## config.mk

```make
export PLATFORM = sky130hd
export DESIGN_NAME = aec_top
export DESIGN_NICKNAME = d
export VERILOG_FILES = /design/src/aec_pkg.sv /design/src/aec_log_if.sv /design/src/aec_top.sv /design/src/aec_first_err.sv /design/src/aec_hdr_log.sv
export SDC_FILE = /design/constraint.sdc
export NUM_CORES = 1
export LEC_CHECK = 0
export BUFFER_PORTS_ARGS = -buffer_cell sky130_fd_sc_hd__buf_4
export CAP_MARGIN = 20
export CORE_MARGIN = 2
export CORE_UTILIZATION = 47
export CTS_CLUSTER_SIZE = 30
export DETAILED_ROUTE_END_ITERATION = 6
export MAX_ROUTING_LAYER = met4
export PLACE_DENSITY = 0.8
export SYNTH_ARGS = -nofsm -noshare
export SYNTH_HDL_FRONTEND = slang
export SYNTH_SLANG_ARGS = --single-unit
export TNS_END_PERCENT = 30
```

## constraint.sdc

```tcl
create_clock -name core_clk_in -period 4.2 [get_ports core_clk_in]
set_clock_uncertainty 0.1 [all_clocks]
set_input_delay 0.21 -clock core_clk_in [delete_from_list [all_inputs] [get_ports core_clk_in]]
set_output_delay 0.21 -clock core_clk_in [all_outputs]
set_load 0.005 [all_outputs]
```

## src/aec_pkg.sv

```systemverilog
/*
  constants for the correctable mask, error control and header log bank.
  assumes byte addresses on a 32-bit register bus, one word per register.
*/
package aec_pkg;

  // register byte addresses
  localparam logic [11:0] ADDR_COR_STATUS = 12'h110;
  localparam logic [11:0] ADDR_COR_MASK   = 12'h114;
  localparam logic [11:0] ADDR_ERR_CTL    = 12'h118;
  localparam logic [11:0] ADDR_HDR_LOG0   = 12'h11C;
  localparam logic [11:0] ADDR_HDR_LOG1   = 12'h120;
  localparam logic [11:0] ADDR_HDR_LOG2   = 12'h124;
  localparam logic [11:0] ADDR_HDR_LOG3   = 12'h128;
  localparam logic [11:0] ADDR_IRQ_STATUS = 12'h130;
  localparam logic [11:0] ADDR_IRQ_MASK   = 12'h134;
  // word index of the first header log word, low four bits
  localparam logic [3:0]  HDR_IDX_BASE    = 4'h7;
  localparam int          HDR_WORDS       = 4;

  // correctable event bit positions
  localparam int BIT_RCV_ERR   = 0;
  localparam int BIT_BAD_PKT   = 6;
  localparam int BIT_BAD_LINK  = 7;
  localparam int BIT_RPLY_ROLL = 8;
  localparam int BIT_RPLY_TO   = 12;
  localparam int BIT_ADVISORY  = 13;
  localparam int BIT_SGL_BIT   = 31;

  // implemented correctable bits, mask reset value
  localparam logic [31:0] COR_IMPL_BITS = 32'h8000_31C1;
  localparam logic [31:0] COR_MASK_RST  = 32'h0000_2000;
  localparam logic [31:0] COR_STAT_RST  = 32'h0000_0000;

  // error control field positions and reset values
  localparam int   CTL_PTR_LSB   = 0;
  localparam int   CTL_GEN_CAP   = 5;
  localparam int   CTL_GEN_EN    = 6;
  localparam int   CTL_CHK_CAP   = 7;
  localparam int   CTL_CHK_EN    = 8;
  localparam logic CTL_CAP_RST   = 1'h1;
  localparam logic CTL_EN_RST    = 1'h0;
  localparam logic [4:0] PTR_RST = 5'h00;

  // interrupt status bits
  localparam int         IRQ_COR_REPORT = 0;
  localparam int         IRQ_HDR_CAPT   = 1;
  localparam logic [1:0] IRQ_RST        = 2'h0;

  typedef enum logic [1:0] {
    BUS_IDLE  = 2'b00,
    BUS_FETCH = 2'b01,
    BUS_DONE  = 2'b10
  } aec_bus_state_type;

endpackage

```

## src/aec_log_if.sv

```systemverilog
/*
  interface between the bank top, the first error tracker and the header log.
  assumes all three sit on one clock.
*/
`timescale 1ns/1ns
interface aec_log_if;
  logic         unc_report;
  logic [4:0]   unc_bit_pos;
  logic [31:0]  unc_status;
  logic [127:0] unc_header;
  logic         cap_we;
  logic [4:0]   first_ptr;
  logic         log_valid;
  logic [1:0]   rd_idx;
  logic [31:0]  rd_data;

  modport top (output unc_report, unc_bit_pos, unc_status, unc_header, rd_idx,
               input  cap_we, first_ptr, log_valid, rd_data);
  modport trk (input  unc_report, unc_bit_pos, unc_status,
               output cap_we, first_ptr, log_valid);
  modport mem (input  cap_we, unc_header, rd_idx,
               output rd_data);
endinterface

```

## src/aec_top.sv

```systemverilog
/*
  correctable mask, error control and header log register bank of one
  switch port, reached over an avalon-mm slave with waitrequest.
  assumes events, status and headers come from logic on core_clk_in.
*/
// Our own choice: the Avalon-MM register port.
// What this block does
// a set receiver, bad packet or bad link packet mask stops that event's report.
// a set replay rollover, replay timeout or advisory mask stops that event's report.
// the advisory mask resets to one, other masks to zero, all are sticky read-write.
// the single bit mask reads zero and has no effect while its report enable is low.
// a masked single bit error is neither logged, nor pointed to, nor reported.
// the single bit mask never stops the single bit status from setting.
// a five-bit sticky read-only pointer holds the first reported error's position.
// generation capable sits at bit 5, resets to one, and is written only when unlocked.
// check capable sits at bit 7, resets to one, and is written only when unlocked.
// sticky generation enable at bit 6 turns on crc append for sent packets while generation capable is one.
// sticky check enable at bit 8 turns on crc checking of received packets while check capable is one.
// the first three header words of the first reported error are captured read-only.
// the fourth header word of that error is captured at the next offset.
// each status bit is set by its event and cleared only by writing one.
// reserved bits of mask and control read zero and ignore writes.
// sticky fields and the header log survive hot reset, only full reset clears them.
`timescale 1ns/1ns
module aec_top
  import aec_pkg::*;
(
  input  wire logic         core_clk_in,
  input  wire logic         rst_n_in,
  input  wire logic         hot_rst_n_in,
  input  wire logic [11:0]  avs_address_in,
  input  wire logic         avs_read_in,
  input  wire logic         avs_write_in,
  input  wire logic [31:0]  avs_writedata_in,
  input  wire logic [3:0]   avs_byteenable_in,
  output logic      [31:0]  avs_readdata_out,
  output logic              avs_waitrequest_out,
  input  wire logic [6:0]   cor_event_in,
  input  wire logic         single_bit_report_enable_in,
  input  wire logic         unlock_in,
  input  wire logic         unc_report_in,
  input  wire logic [4:0]   unc_bit_pos_in,
  input  wire logic [31:0]  unc_status_in,
  input  wire logic [127:0] unc_header_in,
  output logic              cor_report_out,
  output logic              crc_gen_enable_out,
  output logic              crc_check_enable_out,
  output logic              irq_out
);

  ////////////////////////////////////////////////////////////////////////////
  // helpers

  function automatic logic [31:0] be_mask(input logic [3:0] be);
    be_mask = {{8{be[3]}}, {8{be[2]}}, {8{be[1]}}, {8{be[0]}}};
  endfunction

  // event vector order: rcv, bad pkt, bad link, rollover, timeout, advisory, single bit
  function automatic logic [31:0] ev_to_bits(input logic [6:0] ev);
    logic [31:0] b;
    b                = 32'h0000_0000;
    b[BIT_RCV_ERR]   = ev[0];
    b[BIT_BAD_PKT]   = ev[1];
    b[BIT_BAD_LINK]  = ev[2];
    b[BIT_RPLY_ROLL] = ev[3];
    b[BIT_RPLY_TO]   = ev[4];
    b[BIT_ADVISORY]  = ev[5];
    b[BIT_SGL_BIT]   = ev[6];
    ev_to_bits = b;
  endfunction

  ////////////////////////////////////////////////////////////////////////////
  // declarations

  aec_log_if lg ();

  aec_bus_state_type bus_state_r;
  logic              wait_r;
  logic [31:0]       rdata_r;
  logic [31:0]       rd_value;
  logic              wr_fire;
  logic [31:0]       wmask;
  logic [31:0]       cor_status_r;
  logic [31:0]       cor_mask_r;
  logic [31:0]       ev_bits;
  logic [31:0]       ev_report;
  logic              gen_cap_r;
  logic              chk_cap_r;
  logic              gen_en_r;
  logic              chk_en_r;
  logic [1:0]        irq_status_r;
  logic [1:0]        irq_mask_r;
  logic [1:0]        irq_set;
  logic              cor_report_r;
  logic              gen_out_r;
  logic              chk_out_r;
  logic              irq_r;

  assign avs_waitrequest_out  = wait_r;
  assign avs_readdata_out     = rdata_r;
  assign cor_report_out       = cor_report_r;
  assign crc_gen_enable_out   = gen_out_r;
  assign crc_check_enable_out = chk_out_r;
  assign irq_out              = irq_r;

  assign lg.unc_report  = unc_report_in;
  assign lg.unc_bit_pos = unc_bit_pos_in;
  assign lg.unc_status  = unc_status_in;
  assign lg.unc_header  = unc_header_in;
  assign lg.rd_idx      = 2'(avs_address_in[5:2] - HDR_IDX_BASE);

  aec_first_err u_first_err (
    .core_clk_in (core_clk_in),
    .rst_n_in    (rst_n_in),
    .lg          (lg.trk)
  );

  aec_hdr_log u_hdr_log (
    .core_clk_in (core_clk_in),
    .rst_n_in    (rst_n_in),
    .lg          (lg.mem)
  );

  ////////////////////////////////////////////////////////////////////////////
  // bus slave: two wait cycles, the header memory needs one to read

  assign wr_fire = (bus_state_r == BUS_DONE) && avs_write_in;
  assign wmask   = be_mask(avs_byteenable_in);

  always_ff @(posedge core_clk_in)
  begin
    if (!rst_n_in || !hot_rst_n_in)
    begin
      bus_state_r <= BUS_IDLE;
      wait_r      <= 1'b1;
      rdata_r     <= 32'h0000_0000;
    end
    else
    begin
      unique case (bus_state_r)
        BUS_IDLE:
        begin
          if (avs_read_in || avs_write_in)
            bus_state_r <= BUS_FETCH;
        end
        BUS_FETCH:
        begin
          bus_state_r <= BUS_DONE;
          wait_r      <= 1'b0;
          rdata_r     <= avs_read_in ? rd_value : 32'h0000_0000;
        end
        BUS_DONE:
        begin
          bus_state_r <= BUS_IDLE;
          wait_r      <= 1'b1;
        end
        default:
        begin
          bus_state_r <= BUS_IDLE;
          wait_r      <= 1'b1;
        end
      endcase
    end
  end

  // unmapped addresses read zero
  always_comb
  begin
    rd_value = 32'h0000_0000;
    case (avs_address_in)
      ADDR_COR_STATUS:
        rd_value = {cor_status_r[31] & single_bit_report_enable_in, cor_status_r[30:0]};
      ADDR_COR_MASK:
        // gated here too, the stored bit drops one edge after the enable
        rd_value = cor_mask_r & COR_IMPL_BITS
                 & {single_bit_report_enable_in, 31'h7FFF_FFFF};
      ADDR_ERR_CTL:
      begin
        rd_value[CTL_PTR_LSB +: 5] = lg.first_ptr;
        rd_value[CTL_GEN_CAP]      = gen_cap_r;
        rd_value[CTL_GEN_EN]       = gen_en_r;
        rd_value[CTL_CHK_CAP]      = chk_cap_r;
        rd_value[CTL_CHK_EN]       = chk_en_r;
      end
      ADDR_HDR_LOG0, ADDR_HDR_LOG1, ADDR_HDR_LOG2, ADDR_HDR_LOG3:
        rd_value = lg.rd_data;
      ADDR_IRQ_STATUS:
        rd_value = {30'h0000_0000, irq_status_r};
      ADDR_IRQ_MASK:
        rd_value = {30'h0000_0000, irq_mask_r};
      default:
        rd_value = 32'h0000_0000;
    endcase
  end

  ////////////////////////////////////////////////////////////////////////////
  // correctable status and mask

  // single bit status stays quiet while its report enable is low
  assign ev_bits   = ev_to_bits(cor_event_in)
                   & {single_bit_report_enable_in, 31'h7FFF_FFFF};
  assign ev_report = ev_bits & ~cor_mask_r;

  // set wins over a same-cycle write-one-to-clear
  always_ff @(posedge core_clk_in)
  begin
    if (!rst_n_in)
      cor_status_r <= COR_STAT_RST;
    else if (wr_fire && avs_address_in == ADDR_COR_STATUS)
      cor_status_r <= (cor_status_r & ~(avs_writedata_in & wmask & COR_IMPL_BITS))
                    | ev_bits;
    else
      cor_status_r <= cor_status_r | ev_bits;
  end

  always_ff @(posedge core_clk_in)
  begin
    if (!rst_n_in)
      cor_mask_r <= COR_MASK_RST;
    else if (wr_fire && avs_address_in == ADDR_COR_MASK)
      cor_mask_r <= ((cor_mask_r & ~wmask) | (avs_writedata_in & wmask))
                  & COR_IMPL_BITS
                  & {single_bit_report_enable_in, 31'h7FFF_FFFF};
    else if (!single_bit_report_enable_in)
      // stored bit dropped too, so re-enabling never revives a stale mask
      cor_mask_r <= cor_mask_r & COR_IMPL_BITS & 32'h7FFF_FFFF;
  end

  always_ff @(posedge core_clk_in)
  begin
    if (!rst_n_in || !hot_rst_n_in)
      cor_report_r <= 1'b0;
    else
      cor_report_r <= |ev_report;
  end

  ////////////////////////////////////////////////////////////////////////////
  // error control

  // capable bits are not sticky: hot reset restores them
  always_ff @(posedge core_clk_in)
  begin
    if (!rst_n_in || !hot_rst_n_in)
    begin
      gen_cap_r <= CTL_CAP_RST;
      chk_cap_r <= CTL_CAP_RST;
    end
    else if (wr_fire && avs_address_in == ADDR_ERR_CTL && unlock_in)
    begin
      if (avs_byteenable_in[0])
        gen_cap_r <= avs_writedata_in[CTL_GEN_CAP];
      if (avs_byteenable_in[0])
        chk_cap_r <= avs_writedata_in[CTL_CHK_CAP];
    end
  end

  always_ff @(posedge core_clk_in)
  begin
    if (!rst_n_in)
    begin
      gen_en_r <= CTL_EN_RST;
      chk_en_r <= CTL_EN_RST;
    end
    else if (wr_fire && avs_address_in == ADDR_ERR_CTL)
    begin
      if (avs_byteenable_in[0])
        gen_en_r <= avs_writedata_in[CTL_GEN_EN];
      if (avs_byteenable_in[1])
        chk_en_r <= avs_writedata_in[CTL_CHK_EN];
    end
  end

  // an enable without its capability would promise what the port cannot do
  always_ff @(posedge core_clk_in)
  begin
    if (!rst_n_in)
    begin
      gen_out_r <= 1'b0;
      chk_out_r <= 1'b0;
    end
    else
    begin
      gen_out_r <= gen_en_r & gen_cap_r;
      chk_out_r <= chk_en_r & chk_cap_r;
    end
  end

  ////////////////////////////////////////////////////////////////////////////
  // interrupts

  assign irq_set = {lg.cap_we, |ev_report};

  always_ff @(posedge core_clk_in)
  begin
    if (!rst_n_in || !hot_rst_n_in)
      irq_status_r <= IRQ_RST;
    else if (wr_fire && avs_address_in == ADDR_IRQ_STATUS && avs_byteenable_in[0])
      irq_status_r <= (irq_status_r & ~avs_writedata_in[1:0]) | irq_set;
    else
      irq_status_r <= irq_status_r | irq_set;
  end

  always_ff @(posedge core_clk_in)
  begin
    if (!rst_n_in || !hot_rst_n_in)
      irq_mask_r <= IRQ_RST;
    else if (wr_fire && avs_address_in == ADDR_IRQ_MASK && avs_byteenable_in[0])
      irq_mask_r <= avs_writedata_in[1:0];
  end

  always_ff @(posedge core_clk_in)
  begin
    if (!rst_n_in || !hot_rst_n_in)
      irq_r <= 1'b0;
    else
      irq_r <= |(irq_status_r & irq_mask_r);
  end
endmodule

```

## src/aec_first_err.sv

```systemverilog
/*
  first error tracker: holds the pointer of the first reported uncorrectable
  error. assumes the uncorrectable status already shows the pointed bit.
*/
`timescale 1ns/1ns
module aec_first_err
  import aec_pkg::*;
(
  input  wire logic core_clk_in,
  input  wire logic rst_n_in,
  aec_log_if.trk    lg
);

  logic       valid_r;
  logic [4:0] ptr_r;

  assign lg.cap_we    = lg.unc_report & ~valid_r;
  assign lg.log_valid = valid_r;
  assign lg.first_ptr = ptr_r;

  // only a full reset clears it, hot reset leaves it alone
  always_ff @(posedge core_clk_in)
  begin
    if (!rst_n_in)
    begin
      valid_r <= 1'b0;
      ptr_r   <= PTR_RST;
    end
    else if (lg.cap_we)
    begin
      valid_r <= 1'b1;
      ptr_r   <= lg.unc_bit_pos;
    end
    else if (valid_r && !lg.unc_status[ptr_r])
    begin
      // re-arm once software cleared the pointed status bit
      valid_r <= 1'b0;
    end
  end

endmodule

```

## src/aec_hdr_log.sv

```systemverilog
/*
  header log memory: four words written together, one word read out
  through a register. assumes capture and read on the same clock.
*/
`timescale 1ns/1ns
module aec_hdr_log
  import aec_pkg::*;
(
  input  wire logic core_clk_in,
  input  wire logic rst_n_in,
  aec_log_if.mem    lg
);

  logic [31:0] word_r [HDR_WORDS];
  logic [31:0] rd_data_r;

  assign lg.rd_data = rd_data_r;

  always_ff @(posedge core_clk_in)
  begin
    if (!rst_n_in)
    begin
      for (int i = 0; i < HDR_WORDS; i++)
        word_r[i] <= 32'h0000_0000;
    end
    else if (lg.cap_we)
    begin
      for (int i = 0; i < HDR_WORDS; i++)
        word_r[i] <= lg.unc_header[i*32 +: 32];
    end
  end

  always_ff @(posedge core_clk_in)
  begin
    if (!rst_n_in)
      rd_data_r <= 32'h0000_0000;
    else
      rd_data_r <= word_r[lg.rd_idx];
  end

endmodule

```

==> results_tabular.tex <==
\begin{tabular}{lr}
\hline
Metric & Value \\
\hline
\multicolumn{2}{l}{\textbf{Power and ir drop}} \\
Power after layout & 5.33 mW \\
Logic gate share of total power & 12.1\% \\
Sequential power share & 48.4\% \\
Clk network pwr share & 39.4\% \\
Power Internal & just over 4 mW \\
P\_leak & 6.03 nW \\
Peak VDD IR & 0.295 mV \\
Power spent charging and discharging nets & 1.20 mW \\
Power per Cell Area & 382 mW/mm² \\
Net Sw Frac & between 20\% and 30\% \\
\multicolumn{2}{l}{\textbf{Setup path}} \\
Crit end category & flip-flop \\
Arrival time at the worst endpoint & 3.07 ns \\
Cell depth of the worst flop-to-flop path & 6 \\
Critical path fanouts, max & 9 \\
Kind of start point of the critical path & input port \\
Crit Path Category & input port to flip-flop \\
Required @ worst endpoint & 4.55 ns \\
\multicolumn{2}{l}{\textbf{Global route}} \\
Initial antenna violation count & 5 \\
GRT Resource Usage Total & 26.2\% \\
Global-route wire length before repair & 42700 µm \\
Aggregate global routing overflow & 0 \\
Vias in the first global route & 8032 \\
Pin count of the biggest net entering global routing & 120 \\
\multicolumn{2}{l}{\textbf{Yosys}} \\
Synth warn & 0 \\
Share of synthesized area occupied by flip-flops and latches & between 60\% and 70\% \\
Area fraction of the dominant cell type after synthesis & 40.2\% \\
Mapped Nets & 973 \\
Top post-synthesis cells by area & sky130\_fd\_sc\_hd\_\_edfxtp\_1, sky130\_fd\_sc\_hd\_\_dfxtp\_1, sky130\_fd\_sc\_hd\_\_and3\_1 \\
Cells after Synth & 741 \\
Synthesized area divided by synthesized cell count & 12.9 µm² \\
Most used flip-flop cell after synthesis & sky130\_fd\_sc\_hd\_\_edfxtp\_1 \\
EDFF count, synth & 128 \\
Flop and latch count out of synthesis & 227 \\
Number of distinct library cells after synthesis & 51 \\
Post-synthesis async set-or-reset flop share & 0\% \\
Cell accounting for the most synthesized area & sky130\_fd\_sc\_hd\_\_edfxtp\_1 \\
Post-synthesis instance area & about 0.0096 mm² \\
\multicolumn{2}{l}{\textbf{Run status}} \\
Run status & complete, no violations \\
\multicolumn{2}{l}{\textbf{CTS}} \\
Number of sinks handled by clock tree synthesis & around 230 \\
Clock tree from TritonCTS & done \\
Clock buffers created by TritonCTS & 24 \\
Clock transition at the register clock pins on the worst setup and hold paths after CTS & approximately 0.060 ns \\
Max clock buf depth & 3 \\
CTS HTree Levels & 1 \\
Clock latency on the worst-skew pair & 0.52 ns \\
Clock root buffer & sky130\_fd\_sc\_hd\_\_clkbuf\_16 \\
CTS resizes & 0 \\
\multicolumn{2}{l}{\textbf{Routing}} \\
Final WL & between 20000 and 30000 µm \\
Number of routed nets with antenna violations & 0 \\
Detailed router's first-iteration violation count & 506 \\
Via-to-Cell Ratio & 5.42 \\
Routed wire length per instance & 19.7 µm \\
First-pass iteration count of the detailed router & 5 \\
Routed vias & between 7000 and 8000 \\
Final routed DRC violation total & 0 \\
\multicolumn{2}{l}{\textbf{STA}} \\
Least setup slack across all paths after layout & 1.49 ns \\
Unrepaired setup endpoints after global routing & false \\
Relative slew slack & 35.3\% \\
Share of the cycle needed by the critical path after routing & $\sim$65\% \\
Time the final worst path needs with I/O delays and setup & $\sim$2.7 ns \\
Actual transition at the worst max-transition pin & 0.970 ns \\
Peak Freq & 0.369 GHz \\
Final setup violating endpoints & 0 \\
Sum of negative setup slack & 0 ns \\
Max-slew violation count & 0 \\
Final hold violation count & 0 \\
\multicolumn{2}{l}{\textbf{Placement}} \\
Worst slack, placed & around 1.7 ns \\
Port bufs & 240 \\
GPL Wtd Cong & 0.846 \\
HPWL after DPL & 15800 µm \\
\multicolumn{2}{l}{\textbf{Min path}} \\
Hold depth & 3 \\
Tightest Hold Check Type & input port to flip-flop \\
\multicolumn{2}{l}{\textbf{Finish}} \\
Fraction of layout cells with a size suffix above 1 & 28.9\% \\
Most common cell after layout, fill and taps aside & sky130\_fd\_sc\_hd\_\_buf\_4 \\
FILL cells & 1339 \\
Most used cells in the layout excluding fill and tap cells & sky130\_fd\_sc\_hd\_\_buf\_4, sky130\_fd\_sc\_hd\_\_dlygate4sd3\_1, sky130\_fd\_sc\_hd\_\_and3\_1, sky130\_fd\_sc\_hd\_\_edfxtp\_1, sky130\_fd\_sc\_hd\_\_dfxtp\_1 \\
Final-stage net count & between 1000 and 1500 \\
Area added between synthesis and finish & 46.1\% \\
\multicolumn{2}{l}{\textbf{Run}} \\
Count of max-cap constraint violations & 0 \\
\multicolumn{2}{l}{\textbf{Floorplanning}} \\
Width of the die & 147 µm \\
Initial core utilization & approximately 48\% \\
Core Rows & 52 \\
I/O pin total & 265 \\
Die Area & 0.0215 mm² \\
Die boundary height & 147 µm \\
Std-Cell Core Area & 0.0201 mm² \\
\hline
\end{tabular}
-- metal layers --
| layer | vias up | track usage, % | share of wire (%) |
|---|---|---|---|
| met5 | - | - | 0 |
| met4 | 0 | 8.69 | 3.1 |
| met3 | 69 | 3.75 | 6.1 |
| met2 | 320 | 44.2 | 51 |
| met1 | 3714 | 32.6 | 40 |
| li1 | 3547 | - | - |
-- layout make-up --
cell class | instances | area [µm²] | area share, %
repair buffers | 411 | 3510 | 25.1
well taps | 270 | 338 | 2.42
inverters | 10 | 37.5 | 0.269
clock buffers | 33 | 666 | 4.76
clock inverters | 11 | 116 | 0.833
multi-input cells | 445 | 3470 | 24.8
diodes | 5 | 12.5 | 0.0895
flip-flops and latches | 227 | 5830 | 41.7
-- state kept, by name, indices dropped and copies added (netlist names), 2 cells and up --
register / cells
avs_readdata_out: 32
u_first_err.lg.first_ptr: 5
u_hdr_log.word_r: 128
irq_status_r: 2
cor_status_r: 7
cor_mask_r: 7
bus_state_r: 2
u_hdr_log.lg.rd_data: 32
irq_mask_r: 2
-- power groups by stage --
stage	Combinational [mW]	Clock, mW	Sequential (mW)
after floorplan	0.293	0	2.59
after global placement	0.498	0	2.61
after detailed placement	0.508	0	2.62
after CTS	0.631	2.12	2.58
after global routing	0.692	2.21	2.60
final	0.647	2.10	2.58
-- Yosys cell counts, types with 7 or more instances --
cell type                  number
sky130_fd_sc_hd__edfxtp_1     128
sky130_fd_sc_hd__nand2_1       38
sky130_fd_sc_hd__inv_1         10
sky130_fd_sc_hd__a22oi_1       26
sky130_fd_sc_hd__nor2b_1       11
sky130_fd_sc_hd__mux2i_1       20
sky130_fd_sc_hd__nand3_1        7
sky130_fd_sc_hd__nor2_1        40
sky130_fd_sc_hd__and3_1       135
sky130_fd_sc_hd__a21oi_1        9
sky130_fd_sc_hd__dfxtp_1       99
sky130_fd_sc_hd__o21ai_0        8
sky130_fd_sc_hd__buf_2          7
sky130_fd_sc_hd__mux4_2        37
sky130_fd_sc_hd__clkbuf_1      47
sky130_fd_sc_hd__a21boi_0      12
sky130_fd_sc_hd__and2_1        34
-- kinds of logic (layout without fill, tap and decap cells) --
logic type	count (synthesis)	count (layout)	share of synthesized area, %
AOI/OAI and AO/OA	89	89	6.79
adders and majority gates	4	4	0.523
buffers and inverters	69	465	3.00
DFF	227	227	60.9
muxes	60	60	11.3
other	0	5	0
and+or+nand+nor	292	292	17.5
-- metrics by stage --
| stage | hold WS, ns | cell area [µm²] | std cells | utilization [%] |
|---|---|---|---|---|
| floorplan | 0.229 | 9570 | 741 | - |
| global placement | 0.333 | 11500 | 1199 | 57.4 |
| detailed placement | 0.339 | 11500 | 1199 | 57.4 |
| CTS | 0.0389 | 14000 | 1407 | 69.4 |
| global route | 0.0722 | 14000 | 1412 | 69.5 |
| finish | 0.0660 | 14000 | 1412 | 69.5 |
-- worst max-delay path, cell delays in order --
cell                            delay [ns]
sky130_fd_sc_hd__dlygate4sd3_1        0.52
sky130_fd_sc_hd__buf_4                0.15
sky130_fd_sc_hd__and2b_1              0.24
sky130_fd_sc_hd__nand2_1              0.11
sky130_fd_sc_hd__nor3_1               0.46
sky130_fd_sc_hd__nand3_1              0.13
sky130_fd_sc_hd__dlygate4sd3_1        0.59
sky130_fd_sc_hd__nand3_1              0.09
sky130_fd_sc_hd__dlygate4sd3_1        0.55
-- what timing repair did --
item,CTS,global route
hold buffers,164,0
endpoints found under the hold margin,158,0
setup buffers,0,0
-- path summary, 6_finish.rpt --
path                                           from                  end  slack [ns]
worst max-delay path              avs_address_in[4]            gen_cap_r        1.49
worst min-delay path                   hot_rst_n_in      irq_status_r[0]        0.07
worst max register to register       bus_state_r[0]            gen_cap_r        1.57
worst min register to register  avs_readdata_out[5]  avs_readdata_out[5]        0.36
No activity file was read; power rests on OpenSTA's default activity.
